[config.mk]
export PLATFORM = sky130hd
export DESIGN_NAME = wuac_top
export DESIGN_NICKNAME = d
export VERILOG_FILES = /design/src/wuac_pkg.sv /design/src/wuac_channel.sv /design/src/wuac_top.sv
export SDC_FILE = /design/constraint.sdc
export NUM_CORES = 1
export LEC_CHECK = 0
export ABC_CLOCK_PERIOD_IN_PS = 5400
export BUFFER_PORTS_ARGS = -buffer_cell sky130_fd_sc_hd__buf_2
export CORE_MARGIN = 4
export CORE_UTILIZATION = 59
export DETAILED_ROUTE_END_ITERATION = 8
export PLACE_DENSITY = 0.81
export SLEW_MARGIN = 10
export SYNTH_ARGS = -nofsm -noshare
export SYNTH_HDL_FRONTEND = slang
export SYNTH_SLANG_ARGS = --single-unit
[constraint.sdc]
create_clock -name i_clk -period 5.4 [get_ports i_clk]
set_clock_uncertainty 0.2 [all_clocks]
set_input_delay 0.27 -clock i_clk [delete_from_list [all_inputs] [get_ports i_clk]]
set_output_delay 0.27 -clock i_clk [all_outputs]
set_load 0.01 [all_outputs]
[src/wuac_pkg.sv]
package wuac_pkg;

  // ----------------------------------------------------------------
  // bus geometry
  // ----------------------------------------------------------------
  localparam int unsigned ADDR_W        = 12;
  localparam int unsigned DATA_W        = 32;
  localparam int unsigned REG_W         = 8;

  // ----------------------------------------------------------------
  // register indices, byte address is four times the index
  // ----------------------------------------------------------------
  localparam logic [7:0]  IDX_AMP_CFG   = 8'h33;
  localparam logic [7:0]  IDX_AMP_REF   = 8'h34;
  localparam logic [7:0]  IDX_AMP_AVG   = 8'h35;
  localparam logic [7:0]  IDX_AMP_RES   = 8'h36;
  localparam logic [7:0]  IDX_PH_CFG    = 8'h37;
  localparam logic [7:0]  IDX_PH_REF    = 8'h38;
  localparam logic [7:0]  IDX_PH_AVG    = 8'h39;
  localparam logic [7:0]  IDX_PH_RES    = 8'h3a;
  localparam logic [7:0]  IDX_WAKE_CTRL = 8'h40;
  localparam logic [7:0]  IDX_IRQ_STAT  = 8'h41;
  localparam logic [7:0]  IDX_IRQ_MASK  = 8'h42;

  // ----------------------------------------------------------------
  // configuration field positions
  // ----------------------------------------------------------------
  localparam int unsigned THR_MSB       = 7;
  localparam int unsigned THR_LSB       = 4;
  localparam int unsigned POLICY_BIT    = 3;
  localparam int unsigned WEIGHT_MSB    = 2;
  localparam int unsigned WEIGHT_LSB    = 1;
  localparam int unsigned REFSEL_BIT    = 0;
  localparam int unsigned WEIGHT_SHIFT0 = 2;

  // ----------------------------------------------------------------
  // wake control and interrupt bit positions
  // ----------------------------------------------------------------
  localparam int unsigned CTRL_AMP_EN   = 2;
  localparam int unsigned CTRL_PH_EN    = 1;
  localparam int unsigned ST_AMP_WAKE   = 0;
  localparam int unsigned ST_PH_WAKE    = 1;
  localparam int unsigned ST_AMP_TMO    = 2;
  localparam int unsigned ST_PH_TMO     = 3;
  localparam int unsigned ST_W          = 4;

  // ----------------------------------------------------------------
  // reset values
  // ----------------------------------------------------------------
  localparam logic [7:0]  RST_CFG       = 8'h00;
  localparam logic [7:0]  RST_REF       = 8'h00;
  localparam logic [7:0]  RST_AVG       = 8'h00;
  localparam logic [7:0]  RST_RES       = 8'h00;
  localparam logic [7:0]  RST_CTRL      = 8'h00;
  localparam logic [3:0]  RST_STAT      = 4'h0;
  localparam logic [3:0]  RST_MASK      = 4'h0;

  // ----------------------------------------------------------------
  // timing
  // ----------------------------------------------------------------
  localparam int unsigned CLK_MHZ       = 125;
  localparam int unsigned MEAS_TMO_NS   = 2000;
  localparam int unsigned MEAS_TMO_CYC  = (MEAS_TMO_NS * CLK_MHZ) / 1000;
  localparam int unsigned TMO_W         = 9;

  // ----------------------------------------------------------------
  // types
  // ----------------------------------------------------------------
  typedef struct packed {
    logic [3:0] threshold;
    logic       avg_policy;
    logic [1:0] avg_weight;
    logic       ref_select;
  } wuac_cfg_s;

  typedef struct packed {
    logic       valid;
    logic [7:0] data;
  } wuac_meas_s;

  typedef struct packed {
    logic [7:0] average;
    logic [7:0] result;
    logic       wake;
  } wuac_chan_out_s;

  typedef enum logic [2:0] {
    MEAS_IDLE = 3'b001,
    MEAS_REQ  = 3'b010,
    MEAS_WAIT = 3'b100
  } wuac_state_e;

endpackage : wuac_pkg

[src/wuac_channel.sv]
`timescale 1ns/1ps
`default_nettype none

module wuac_channel (
  input  wire logic                  i_clk,
  input  wire logic                  i_reset_n,
  input  wire wuac_pkg::wuac_cfg_s   i_cfg,
  input  wire logic [7:0]            i_reference,
  input  wire wuac_pkg::wuac_meas_s  i_meas,
  output var  wuac_pkg::wuac_chan_out_s o_chan
);

  // ----------------------------------------------------------------
  // compare against reference
  // ----------------------------------------------------------------
  logic [7:0]        cmp_ref;
  logic signed [9:0] diff;
  logic [8:0]        magnitude;
  logic              exceed;
  logic signed [9:0] delta;
  logic signed [9:0] step;
  logic signed [9:0] next_avg_wide;
  logic              fold_in;

  always_comb begin
    cmp_ref = i_cfg.ref_select ? o_chan.average : i_reference;
    diff = $signed({2'b00, i_meas.data}) - $signed({2'b00, cmp_ref});
    magnitude = diff[9] ? 9'(-diff) : diff[8:0];
    exceed = magnitude > {5'h00, i_cfg.threshold};
  end

  // ----------------------------------------------------------------
  // running average
  // ----------------------------------------------------------------
  always_comb begin
    delta = $signed({2'b00, i_meas.data}) - $signed({2'b00, o_chan.average});
    step = delta >>> (wuac_pkg::WEIGHT_SHIFT0 + 32'(i_cfg.avg_weight));
    next_avg_wide = $signed({2'b00, o_chan.average}) + step;
    fold_in = !exceed || i_cfg.avg_policy;
  end

  always_ff @(posedge i_clk or negedge i_reset_n) begin
    if (!i_reset_n) begin
      o_chan <= '{average: wuac_pkg::RST_AVG, result: wuac_pkg::RST_RES, wake: 1'b0};
    end else begin
      o_chan.wake <= i_meas.valid && exceed;
      if (i_meas.valid) begin
        o_chan.result <= i_meas.data;
        if (fold_in) begin
          o_chan.average <= next_avg_wide[7:0];
        end
      end
    end
  end

endmodule : wuac_channel

`default_nettype wire

[src/wuac_top.sv]
`timescale 1ns/1ps
`default_nettype none

// Functional notes
// - amplitude threshold is config bits 7..4; difference above it raises wake
// - amplitude policy 0 keeps an interrupting result out of the average, 1 folds it
// - two-bit weight code 00/01/10/11 divides the average step by 4/8/16/32
// - amplitude reference select 0 compares against the written amplitude reference
// - phase threshold is config bits 7..4; difference above it raises wake
// - phase policy 1 folds an interrupting result into the average, 0 excludes
// - phase reference select 0 uses written reference, 1 uses running average
// - amplitude reference is a read-write 8-bit register at index 34h, reset zero
// - amplitude running average readable at index 35h
// - latest amplitude result readable at index 36h
// - phase reference is a read-write 8-bit register at index 38h, reset zero
// - phase running average readable at index 39h
// - latest phase result readable at index 3Ah
// - amplitude enable makes each timeout arriving while the amplitude channel is idle run an amplitude measurement and check
// - phase enable makes each timeout arriving while the phase channel is idle run a phase measurement and check
module wuac_top (
  input  wire logic                        i_clk,
  input  wire logic                        i_reset_n,
  input  wire logic                        i_psel,
  input  wire logic                        i_penable,
  input  wire logic                        i_pwrite,
  input  wire logic [wuac_pkg::ADDR_W-1:0] i_paddr,
  input  wire logic [wuac_pkg::DATA_W-1:0] i_pwdata,
  input  wire logic [3:0]                  i_pstrb,
  output var  logic [wuac_pkg::DATA_W-1:0] o_prdata,
  output var  logic                        o_pready,
  output var  logic                        o_pslverr,
  input  wire logic                        i_wake_timeout,
  output var  logic                        o_amp_meas_req,
  input  wire wuac_pkg::wuac_meas_s        i_amp_meas,
  output var  logic                        o_phase_meas_req,
  input  wire wuac_pkg::wuac_meas_s        i_phase_meas,
  output var  logic                        o_irq
);

  // ----------------------------------------------------------------
  // address decode helper
  // ----------------------------------------------------------------
  function automatic logic addr_hit(input logic [wuac_pkg::ADDR_W-1:0] addr,
                                    input logic [7:0] idx);
    addr_hit = addr == {2'b00, idx, 2'b00};
  endfunction : addr_hit

  function automatic logic addr_mapped(input logic [wuac_pkg::ADDR_W-1:0] addr);
    addr_mapped = addr_hit(addr, wuac_pkg::IDX_AMP_CFG)
               || addr_hit(addr, wuac_pkg::IDX_AMP_REF)
               || addr_hit(addr, wuac_pkg::IDX_AMP_AVG)
               || addr_hit(addr, wuac_pkg::IDX_AMP_RES)
               || addr_hit(addr, wuac_pkg::IDX_PH_CFG)
               || addr_hit(addr, wuac_pkg::IDX_PH_REF)
               || addr_hit(addr, wuac_pkg::IDX_PH_AVG)
               || addr_hit(addr, wuac_pkg::IDX_PH_RES)
               || addr_hit(addr, wuac_pkg::IDX_WAKE_CTRL)
               || addr_hit(addr, wuac_pkg::IDX_IRQ_STAT)
               || addr_hit(addr, wuac_pkg::IDX_IRQ_MASK);
  endfunction : addr_mapped

  // ----------------------------------------------------------------
  // declarations
  // ----------------------------------------------------------------
  logic                 setup_phase;
  logic                 access_phase;
  logic                 wr_en;
  logic                 lane0_en;
  logic [7:0]           wr_byte;
  logic [7:0]           amp_cfg;
  logic [7:0]           amp_ref;
  logic [7:0]           ph_cfg;
  logic [7:0]           ph_ref;
  logic [7:0]           wake_ctrl;
  logic [wuac_pkg::ST_W-1:0] irq_stat;
  logic [wuac_pkg::ST_W-1:0] irq_mask;
  logic [wuac_pkg::ST_W-1:0] stat_set;
  logic [wuac_pkg::ST_W-1:0] stat_clr;
  logic [7:0]           next_rdata;
  logic                 rd_miss;
  wuac_pkg::wuac_cfg_s  chan_cfg [2];
  logic [7:0]           chan_ref [2];
  wuac_pkg::wuac_meas_s chan_meas_in [2];
  wuac_pkg::wuac_meas_s chan_meas [2];
  wuac_pkg::wuac_chan_out_s chan_out [2];
  logic [1:0]           chan_en;
  logic [1:0]           chan_req;
  logic [1:0]           chan_tmo;

  // ----------------------------------------------------------------
  // apb handshake
  // ----------------------------------------------------------------
  assign setup_phase  = i_psel && !i_penable;
  assign access_phase = i_psel && i_penable;
  assign wr_en        = access_phase && o_pready && i_pwrite && !o_pslverr;
  assign lane0_en     = i_pstrb[0];
  assign wr_byte      = i_pwdata[7:0];

  // read data is captured in setup, so the access phase always completes at once
  always_comb begin
    o_pready  = 1'b1;
    o_pslverr = access_phase && !addr_mapped(i_paddr);
  end

  // ----------------------------------------------------------------
  // configuration and reference registers
  // ----------------------------------------------------------------
  always_ff @(posedge i_clk or negedge i_reset_n) begin
    if (!i_reset_n) begin
      amp_cfg <= wuac_pkg::RST_CFG;
      ph_cfg  <= wuac_pkg::RST_CFG;
    end else if (wr_en && lane0_en) begin
      if (addr_hit(i_paddr, wuac_pkg::IDX_AMP_CFG)) begin
        amp_cfg <= wr_byte;
      end else if (addr_hit(i_paddr, wuac_pkg::IDX_PH_CFG)) begin
        ph_cfg <= wr_byte;
      end
    end
  end

  always_ff @(posedge i_clk or negedge i_reset_n) begin
    if (!i_reset_n) begin
      amp_ref <= wuac_pkg::RST_REF;
      ph_ref  <= wuac_pkg::RST_REF;
    end else if (wr_en && lane0_en) begin
      if (addr_hit(i_paddr, wuac_pkg::IDX_AMP_REF)) begin
        amp_ref <= wr_byte;
      end else if (addr_hit(i_paddr, wuac_pkg::IDX_PH_REF)) begin
        ph_ref <= wr_byte;
      end
    end
  end

  // ----------------------------------------------------------------
  // wake control register
  // ----------------------------------------------------------------
  always_ff @(posedge i_clk or negedge i_reset_n) begin
    if (!i_reset_n) begin
      wake_ctrl <= wuac_pkg::RST_CTRL;
    end else if (wr_en && lane0_en && addr_hit(i_paddr, wuac_pkg::IDX_WAKE_CTRL)) begin
      wake_ctrl <= wr_byte & ((8'h01 << wuac_pkg::CTRL_AMP_EN)
                            | (8'h01 << wuac_pkg::CTRL_PH_EN));
    end
  end

  // ----------------------------------------------------------------
  // interrupt status, mask and output
  // ----------------------------------------------------------------
  always_comb begin
    stat_set = '0;
    stat_set[wuac_pkg::ST_AMP_WAKE] = chan_out[0].wake;
    stat_set[wuac_pkg::ST_PH_WAKE]  = chan_out[1].wake;
    stat_set[wuac_pkg::ST_AMP_TMO]  = chan_tmo[0];
    stat_set[wuac_pkg::ST_PH_TMO]   = chan_tmo[1];
    stat_clr = '0;
    if (wr_en && lane0_en && addr_hit(i_paddr, wuac_pkg::IDX_IRQ_STAT)) begin
      stat_clr = wr_byte[wuac_pkg::ST_W-1:0];
    end
  end

  // set wins over a clear in the same cycle
  always_ff @(posedge i_clk or negedge i_reset_n) begin
    if (!i_reset_n) begin
      irq_stat <= wuac_pkg::RST_STAT;
    end else begin
      irq_stat <= (irq_stat & ~stat_clr) | stat_set;
    end
  end

  always_ff @(posedge i_clk or negedge i_reset_n) begin
    if (!i_reset_n) begin
      irq_mask <= wuac_pkg::RST_MASK;
    end else if (wr_en && lane0_en && addr_hit(i_paddr, wuac_pkg::IDX_IRQ_MASK)) begin
      irq_mask <= wr_byte[wuac_pkg::ST_W-1:0];
    end
  end

  always_ff @(posedge i_clk or negedge i_reset_n) begin
    if (!i_reset_n) begin
      o_irq <= 1'b0;
    end else begin
      o_irq <= |(((irq_stat & ~stat_clr) | stat_set) & irq_mask);
    end
  end

  // ----------------------------------------------------------------
  // read path
  // ----------------------------------------------------------------
  always_comb begin
    next_rdata = 8'h00;
    rd_miss    = 1'b0;
    if (addr_hit(i_paddr, wuac_pkg::IDX_AMP_CFG)) begin
      next_rdata = amp_cfg;
    end else if (addr_hit(i_paddr, wuac_pkg::IDX_AMP_REF)) begin
      next_rdata = amp_ref;
    end else if (addr_hit(i_paddr, wuac_pkg::IDX_AMP_AVG)) begin
      next_rdata = chan_out[0].average;
    end else if (addr_hit(i_paddr, wuac_pkg::IDX_AMP_RES)) begin
      next_rdata = chan_out[0].result;
    end else if (addr_hit(i_paddr, wuac_pkg::IDX_PH_CFG)) begin
      next_rdata = ph_cfg;
    end else if (addr_hit(i_paddr, wuac_pkg::IDX_PH_REF)) begin
      next_rdata = ph_ref;
    end else if (addr_hit(i_paddr, wuac_pkg::IDX_PH_AVG)) begin
      next_rdata = chan_out[1].average;
    end else if (addr_hit(i_paddr, wuac_pkg::IDX_PH_RES)) begin
      next_rdata = chan_out[1].result;
    end else if (addr_hit(i_paddr, wuac_pkg::IDX_WAKE_CTRL)) begin
      next_rdata = wake_ctrl;
    end else if (addr_hit(i_paddr, wuac_pkg::IDX_IRQ_STAT)) begin
      next_rdata = {4'h0, irq_stat};
    end else if (addr_hit(i_paddr, wuac_pkg::IDX_IRQ_MASK)) begin
      next_rdata = {4'h0, irq_mask};
    end else begin
      rd_miss = 1'b1;
    end
  end

  // captured in setup; a result landing during access shows on the next read
  always_ff @(posedge i_clk or negedge i_reset_n) begin
    if (!i_reset_n) begin
      o_prdata <= '0;
    end else if (setup_phase && !i_pwrite) begin
      o_prdata <= rd_miss ? '0 : {24'h000000, next_rdata};
    end
  end

  // ----------------------------------------------------------------
  // channel wiring
  // ----------------------------------------------------------------
  always_comb begin
    chan_cfg[0]     = wuac_pkg::wuac_cfg_s'(amp_cfg);
    chan_cfg[1]     = wuac_pkg::wuac_cfg_s'(ph_cfg);
    chan_ref[0]     = amp_ref;
    chan_ref[1]     = ph_ref;
    chan_meas_in[0] = i_amp_meas;
    chan_meas_in[1] = i_phase_meas;
    chan_en[0]      = wake_ctrl[wuac_pkg::CTRL_AMP_EN];
    chan_en[1]      = wake_ctrl[wuac_pkg::CTRL_PH_EN];
    o_amp_meas_req   = chan_req[0];
    o_phase_meas_req = chan_req[1];
  end

  // ----------------------------------------------------------------
  // per channel measurement sequencing
  // ----------------------------------------------------------------
  for (genvar g = 0; g < 2; g++) begin : g_chan
    wuac_pkg::wuac_state_e state;
    wuac_pkg::wuac_state_e next_state;
    logic [wuac_pkg::TMO_W-1:0] wait_cnt;
    logic                       wait_done;

    assign wait_done = wait_cnt == wuac_pkg::TMO_W'(wuac_pkg::MEAS_TMO_CYC - 1);

    always_comb begin
      next_state = state;
      case (state)
        wuac_pkg::MEAS_IDLE: begin
          if (i_wake_timeout && chan_en[g]) begin
            next_state = wuac_pkg::MEAS_REQ;
          end
        end
        wuac_pkg::MEAS_REQ: begin
          next_state = wuac_pkg::MEAS_WAIT;
        end
        wuac_pkg::MEAS_WAIT: begin
          if (chan_meas_in[g].valid || wait_done) begin
            next_state = wuac_pkg::MEAS_IDLE;
          end
        end
        default: begin
          next_state = wuac_pkg::MEAS_IDLE;
        end
      endcase
    end

    always_ff @(posedge i_clk or negedge i_reset_n) begin
      if (!i_reset_n) begin
        state <= wuac_pkg::MEAS_IDLE;
      end else begin
        state <= next_state;
      end
    end

    always_ff @(posedge i_clk or negedge i_reset_n) begin
      if (!i_reset_n) begin
        wait_cnt <= '0;
      end else if (state == wuac_pkg::MEAS_WAIT) begin
        wait_cnt <= wait_cnt + 1'b1;
      end else begin
        wait_cnt <= '0;
      end
    end

    always_comb begin
      chan_req[g]        = state == wuac_pkg::MEAS_REQ;
      chan_tmo[g]        = state == wuac_pkg::MEAS_WAIT && wait_done
                           && !chan_meas_in[g].valid;
      chan_meas[g].valid = state == wuac_pkg::MEAS_WAIT && chan_meas_in[g].valid;
      chan_meas[g].data  = chan_meas_in[g].data;
    end

    wuac_channel u_channel (
      .i_clk       (i_clk),
      .i_reset_n   (i_reset_n),
      .i_cfg       (chan_cfg[g]),
      .i_reference (chan_ref[g]),
      .i_meas      (chan_meas[g]),
      .o_chan      (chan_out[g])
    );
  end

endmodule : wuac_top

`default_nettype wire

==> impl_results.md, run 1 <==
* Outcome: finished, final reports clean
* Drc violations at 0
* CTS tree: done
* Slew Limit Fails at 0
* Total of max-cap violations at 0
* Initial DRC Count at roughly 550
* Yosys reg bits at 109
* Pwr/cell area at 209 nW/um2
* Post-Syn Area at 8420 um2
* Post-CTS sizing at 0
* DP HPWL at 15800 um
* TritonCTS Buffers at 9
* Final hold slack at 0.0193 ns
* Final hold vios at 0
* CP endpoint kind: flop
* Vias per inst at 6.21
* Starting Density at 60.4%
* Initial antenna violation count at 1
* Share of layout cells above drive strength 1 at 16.4%
* Worst path slowest cell: or4_1
* Worst IR Drop VDD at 152 uV
* Core Region at ~14000 um2
* Most used DFF post-synth: dfrtp_1
* Post-synthesis cell count at 919
* Vias at approximately 7000
* Arrival time at the worst endpoint at 4.98 ns
* Min-Delay Path Class: in2reg
* Clock-pin slew on the worst setup and hold paths at 0.08 ns
* Final setup viols at 0
* Pwr Total at 1.91 mW
* H-tree lvl count at 3
* Worst stage delay on the critical path at a little over 0.5 ns
* Worst-margin pin slew at 0.921 ns
* Worst-path fanout max at 9
* RSZ-0062 raised after global routing: no
* Area grow syn2layout at 8.53%
* Slew headroom at between 30% and 40%
* P_leak at 4.17 nW
* Max Clock Freq at 205 MHz
* Crit share post-route at between 90% and 100%
* Ant. Diodes at 0
* First-pass DRT Iterations at 6
* Async SR Flop Fraction at 100%
* Routed Antenna Nets at 0
* Synth unique cells at 89
* Clock Tree Root: clkbuf_16
* DRT Wirelength at 21000 um
* Critical Path Source Type: flop
* CP required at 5.50 ns
* Post-route setup TNS at 0 ns
* YS warnings at 0
* Number of flops mapped to enable cells by yosys at 0
* Pin count of the biggest net entering global routing at 57
* Number of global-route vias before repair at 6810
* CTS Buffer Depth at 2
* Die W at 127 um
* TritonCTS Sinks at 109
* Nets@finish at 1109
* Synth Area per Inst at between 9 and 10 um2
* Die H at 127 um
* Critical path cell sequence: mux2_2 > ha_1 > inv_1 > fa_1 > a21o_1 > a221o_1 > o41ai_4 > o21ai_0 > ha_1 > nor2b_1 > o21a_1 > o21a_1 > o21a_1 > or4_1 > o22a_1 > or4_1 > nand3_1
* Overall routing resource usage at 26.0%
* # fillers at ~1100
* Fin crit period at 4.88 ns
* I/O pin cnt at 109
* Most common cell after layout, fill and taps aside: dfrtp_1
* Die area at 16200 um2
* DR WL/cell at 18.1 um
* Worst skew pair latency at about 0.36 ns
* Row Count at 43
* Total grt overflow at 0
* First-pass GRT wire length at ~34000 um
* Sequential element share of the synthesized area at 32.4%
* Crit path kind: reg2reg
* Commonest cells after routing, fill and taps aside: dfrtp_1, nand2_1, nor2_1, ha_1, buf_2
* Port Buf Inserts at 56
* RD Place Congestion at approximately 0.96
* Most common cell on crit path: o21a_1
critical path: cells and delay by family (launching register included):
| family | cells | cell delay (ns) |
|---|---|---|
| adders and majority gates | 3 | 0.84 |
| AOI/OAI and AO/OA | 8 | 1.91 |
| buffers and inverters | 1 | 0.05 |
| muxes | 1 | 0.24 |
| and+or+nand+nor | 4 | 1.13 |
| DFF | 1 | 0.44 |
state kept, by name (all words and copies together), names as in the netlist, 6 cells and up:
signal                   count
ph_ref                       8
g_chan.u_channel.o_chan     34
amp_cfg                      8
ph_cfg                       8
amp_ref                      8
g_chan.state                 6
o_prdata                     8
g_chan.wait_cnt             18
stage by stage:
| step | setup WS [ns] | instances | utilization (%) | cell area, um2 |
|---|---|---|---|---|
| final | 0.519 | 1158 | 65.6 | 9140 |
| after global routing | 0.267 | 1158 | 65.6 | 9140 |
| after CTS | 0.567 | 1158 | 65.6 | 9140 |
| after detailed placement | 0.595 | 1134 | 62.8 | 8750 |
| after global placement | 0.638 | 1134 | 62.8 | 8750 |
| after floorplan | 0.693 | 942 | - | 8500 |
synth_stat cells, types with 7 or more instances:
cell	instances	area [um2]
or3_1	11	68.8
buf_4	25	188
mux2_2	47	529
o22ai_1	8	50.1
o21a_1	12	90.1
mux2i_1	30	300
nand4_1	9	56.3
inv_1	47	176
nand3_1	30	150
a21o_1	13	97.6
a21oi_1	30	150
nor2_1	79	297
o21ai_0	35	175
o211ai_1	8	60.1
nor2b_1	15	93.8
nor4_1	7	43.8
and3_1	19	119
nor3_1	22	110
a221oi_1	10	87.6
clkbuf_1	19	71.3
dfrtp_1	107	2680
xor2_1	18	158
xnor2_1	27	236
nand2b_1	7	43.8
a211oi_1	7	52.6
nand2_1	90	338
ha_1	59	738
per-layer routing:
layer,track usage (%),vias to the layer above,share of wire (%)
met1,36.2,3457,44
met5,0,-,0.033
met2,41.7,287,46
met3,5.77,34,7.8
met4,5.99,2,2.0
li1,-,3408,-
final timing paths:
| check | start | to | slack (ns) | depth (start not counted) |
|---|---|---|---|---|
| min | i_pwdata[6] | ph_cfg[6] | 0.02 | 3 |
| min reg2reg | o_prdata[2] | o_prdata[2] | 0.28 | 2 |
| min in group asynchronous | i_reset_n | g_chan[0].u_channel.o_chan[15] | 0.32 | 2 |
| max reg2reg | ph_cfg[0] | g_chan[1].u_channel.o_chan[12] | 0.52 | 17 |
| max | ph_cfg[0] | g_chan[1].u_channel.o_chan[12] | 0.52 | 17 |
| max in group asynchronous | i_reset_n | g_chan[0].wait_cnt[6] | 3.53 | 3 |
report_power, final:
| part | switching [mW] | internal, mW | leakage, nW |
|---|---|---|---|
| Sequential | 0.0109 | 0.828 | 1.44 |
| Combinational | 0.234 | 0.164 | 2.58 |
| Clock | 0.342 | 0.330 | 0.149 |
what timing repair did:
| action | in CTS | in global routing |
|---|---|---|
| setup endpoints to repair | 0 | 0 |
| hold endpoints to repair | 62 | 0 |
| hold buffers | 8 | 0 |
| buffers inserted | 0 | 0 |
kinds of logic (layout without fill, tap and decap cells):
| kind of cell | after synthesis | after routing | synth area share [%] |
|---|---|---|---|
| flip-flops | 109 | 109 | 32.4 |
| adder cells (fa/ha/maj) | 64 | 64 | 9.96 |
| XOR/XNOR | 46 | 46 | 4.88 |
| AO/OA/AOI/OAI | 191 | 191 | 16.7 |
| multiplexers | 81 | 81 | 10.7 |
| other | 2 | 25 | 0.0892 |
| AND/OR/NAND/NOR | 330 | 330 | 19.6 |
| buffers and inverters | 96 | 132 | 5.62 |
cell type report:
class                           instances  area (um2)  area share, %
Tap cell                              180         225           2.47
Inverter                               47         176           1.93
Sequential cell                       109        2730           29.9
Clock buffer                            9         225           2.47
Timing Repair Buffer                   69         400           4.38
Multi-Input combinational cell        737        5300           58.0
Clock inverter                          7        77.6          0.849
No activity file was read; power rests on OpenSTA's default activity.
==> run 2, diff against run 1 <==
Settings changed: ABC_AREA set to 1, CORE_UTILIZATION 59 to 60, PLACE_DENSITY 0.81 to 0.82.
==> run 2 against run 1 <==
Sequential cell count is the same. Cell count up 28%. Core utilization is 1.3 points higher. Non-clock buffer count fell by 3. Sequential share of layout area is 0.93 points lower. Clock power is 7.6% higher. Worst hold slack worse by 0.0087 ns. Critical path type unchanged.
==> impl_results.md, run 2 <==
* XOR/XNOR Fraction of Synth Area at 2.60%
* Main area contributors after synthesis: dfrtp_1, nand2_1, ha_1
* Overall routing resource usage at 26.0%
* Post-synth top cells: nand2_1, inv_1, dfrtp_1, nand3_1, o21ai_0
* Worst skew pair latency at 0.36 ns
* Adder-cell share of the synthesized area at a little under a tenth
* Die area at about 17000 um2
* Commonest cells after routing, fill and taps aside: nand2_1, inv_1, dfrtp_1, nand3_1, o21ai_0
* Drc violations at 0
* Total of max-cap violations at 0
* Crit path kind: reg2reg
* Worst IR Drop VDD at 181 uV
* Final hold slack at 0.0106 ns
* Largest Register: g_chan.u_channel.o_chan
* Clock Tree Root: clkbuf_16
* H-tree lvl count at 3
* Post-synthesis cell count at 1247
* Min-Delay Path Class: in2reg
* Initial antenna violation count at 1
* Most common cell after layout, fill and taps aside: nand2_1
* Top-count cell post-synth: nand2_1
* Placed Cells at 1463
* Post-Synth Simple-Gate Area at 31.2%
* Crit share post-route at between 80% and 90%
* DP HPWL at 16600 um
* Worst-margin pin slew at 0.866 ns
* Number of flops mapped to enable cells by yosys at 0
* Worst-path fanout max at 17
* Top Registers: g_chan.u_channel.o_chan (34), g_chan.wait_cnt (18)
* Vias per inst at 5.56
* Pin count of the biggest net entering global routing at 64
* Die W at 129 um
* Main combinational cell family by area after synthesis: simple AND/OR/NAND/NOR gates
* CTS tree: done
* Nets@finish at between 1000 and 1500
* Synth Area per Inst at 7.02 um2
* Non-filler cells, final at 1486
* Routed Antenna Nets at 0
* Sequential element share of the synthesized area at 31.2%
* Die H at 129 um
* Worst path slowest cell: dfrtp_1
* Pwr/cell area at 231 nW/um2
* CP required at 5.44 ns
* First-pass DRT Iterations at 8
* DRT Wirelength at 21300 um
* TritonCTS Sinks at 109
* I/O pin cnt at 109
* Critical path cell sequence: mux2_2 > ha_1 > inv_1 > fa_1 > nand3_2 > nand3_2 > a21oi_2 > nand2_1 > xor2_1 > inv_1 > ha_1 > a21oi_1 > o21ai_0 > and2_1 > o21ai_0 > nand3_1 > nor2_1 > nand2_1 > nand2_4 > nand2_4 > nand2_1 > nand2_1
* Critical Path Source Type: flop
* Starting Density at between 60 and 70%
* Fin crit period at between 4 and 5 ns
* Post-synthesis mux area share at under 10%
* Post-route setup TNS at 0 ns
* Clock-pin slew on the worst setup and hold paths at ~0.070 ns
* TritonCTS Buffers at 9
* Vias at a little over 8000
* YS warnings at 0
* CTS Buffer Depth at 2
* Slew Limit Fails at 0
* Async SR Flop Fraction at 100%
* Share of layout cells above drive strength 1 at 10.6%
* Most common cell on crit path: nand2_1
* CP endpoint kind: flop
* Max Clock Freq at roughly 220 MHz
* DR WL/cell at 14.3 um
* Synth unique cells at 53
* Post-Syn Area at 8750 um2
* P_leak at between 5 and 6 nW
* Arrival time at the worst endpoint at roughly 4.6 ns
* Initial DRC Count at 578
* Row Count at 43
* Ant. Diodes at 0
* Final core area utilization at 66.9%
* RSZ-0062 raised after global routing: no
* Final hold vios at 0
* Yosys reg bits at about 110
* Port Buf Inserts at 56
* Core Region at 14100 um2
* Area leader, netlist: dfrtp_1
* First-pass GRT wire length at about 35000 um
* Slew headroom at roughly 42%
* Max reg flops at 34
* Outcome: finished, final reports clean
* Most used DFF post-synth: dfrtp_1
* Pwr Total at between 2 and 2.5 mW
* Final setup viols at 0
* Compound-Gate Fraction of Synth Area at between 10% and 20%
* Number of global-route vias before repair at 7410
* Synth top area share at a little under a third
* Total grt overflow at 0
* RD Place Congestion at slightly above 0.9
* Worst stage delay on the critical path at a little over 0.6 ns
* Area grow syn2layout at 7.76%
[run 2: changes by cell type in the layout (fill, tap and decap cells not counted), sizes merged, moves of 29 or more]
| cell | change |
|---|---|
| nand2 | +286 |
| inv | +134 |
| o21ai | +69 |
| nand3 | +68 |
| mux2 | -40 |
| mux2i | -29 |
[run 2: what timing repair did]
item | 4_1_cts | 5_1_grt
setup buffers | 0 | 0
hold buffers | 7 | 0
hold endpoints to repair | 67 | 0
setup endpoints to repair | 0 | 0
resized for setup | 0 | 0
[run 2: report_power, final]
group,switching (mW),internal [mW]
Clock,0.311,0.411
Combinational,0.337,0.205
Sequential,0.0411,0.872
[run 2: layer usage]
metal	routed length (um)	global-route usage (%)	vias up
met3	1630	4.98	45
li1	-	-	4111
met1	9610	36.5	3810
met4	435	6.92	2
met5	13	0	-
met2	9600	41.3	300
[run 2: final timing paths]
kind | slack [ns] | from | cells past startpoint | to
worst max-delay path | 0.86 | ph_cfg[0] | 22 | g_chan[1].u_channel.o_chan[10]
worst min-delay path | 0.01 | i_phase_meas[7] | 3 | g_chan[1].u_channel.o_chan[8]
worst max register to register | 0.86 | ph_cfg[0] | 22 | g_chan[1].u_channel.o_chan[10]
worst min register to register | 0.26 | g_chan[0].state[2] | 1 | g_chan[0].state[0]
max in group asynchronous | 3.59 | i_reset_n | 3 | amp_ref[0]
min in group asynchronous | 0.33 | i_reset_n | 2 | g_chan[1].wait_cnt[6]
[run 2: stage by stage]
stage / cell area (um2) / setup WS (ns)
2_1_floorplan: 8840 / 1.60
5_1_grt: 9430 / 0.442
4_1_cts: 9430 / 0.919
6_report: 9430 / 0.858
3_3_place_gp: 9040 / 1.07
3_5_place_dp: 9040 / 0.929
[run 2: final cells by class]
| class | count | area, um2 |
|---|---|---|
| Multi-Input combinational cell | 932 | 5090 |
| Fill cell | 1223 | 4670 |
| Sequential cell | 109 | 2730 |
| Inverter | 183 | 689 |
| Timing Repair Buffer | 66 | 375 |
| Clock buffer | 10 | 229 |
| Tap cell | 180 | 225 |
| Clock inverter | 6 | 93.8 |
[run 2: logic make-up (layout without fill, tap and decap cells)]
logic type,count (synthesis),count (layout)
adders and majority gates,64,64
DFF,109,109
AOI/OAI and AO/OA,196,196
xor gates and xnor gates,26,26
and+or+nand+nor,610,610
other,2,25
buffers and inverters,229,265
muxes,11,11
[run 2: worst max-delay path, delay by kind of cell (launching register included)]
family                     cells  cell delay [ns]
AOI/OAI and AO/OA              4             0.87
and+or+nand+nor               11             1.34
buffers and inverters          2             0.12
DFF                            1             0.62
muxes                          1             0.25
xor gates and xnor gates       1             0.15
adders and majority gates      3             0.89
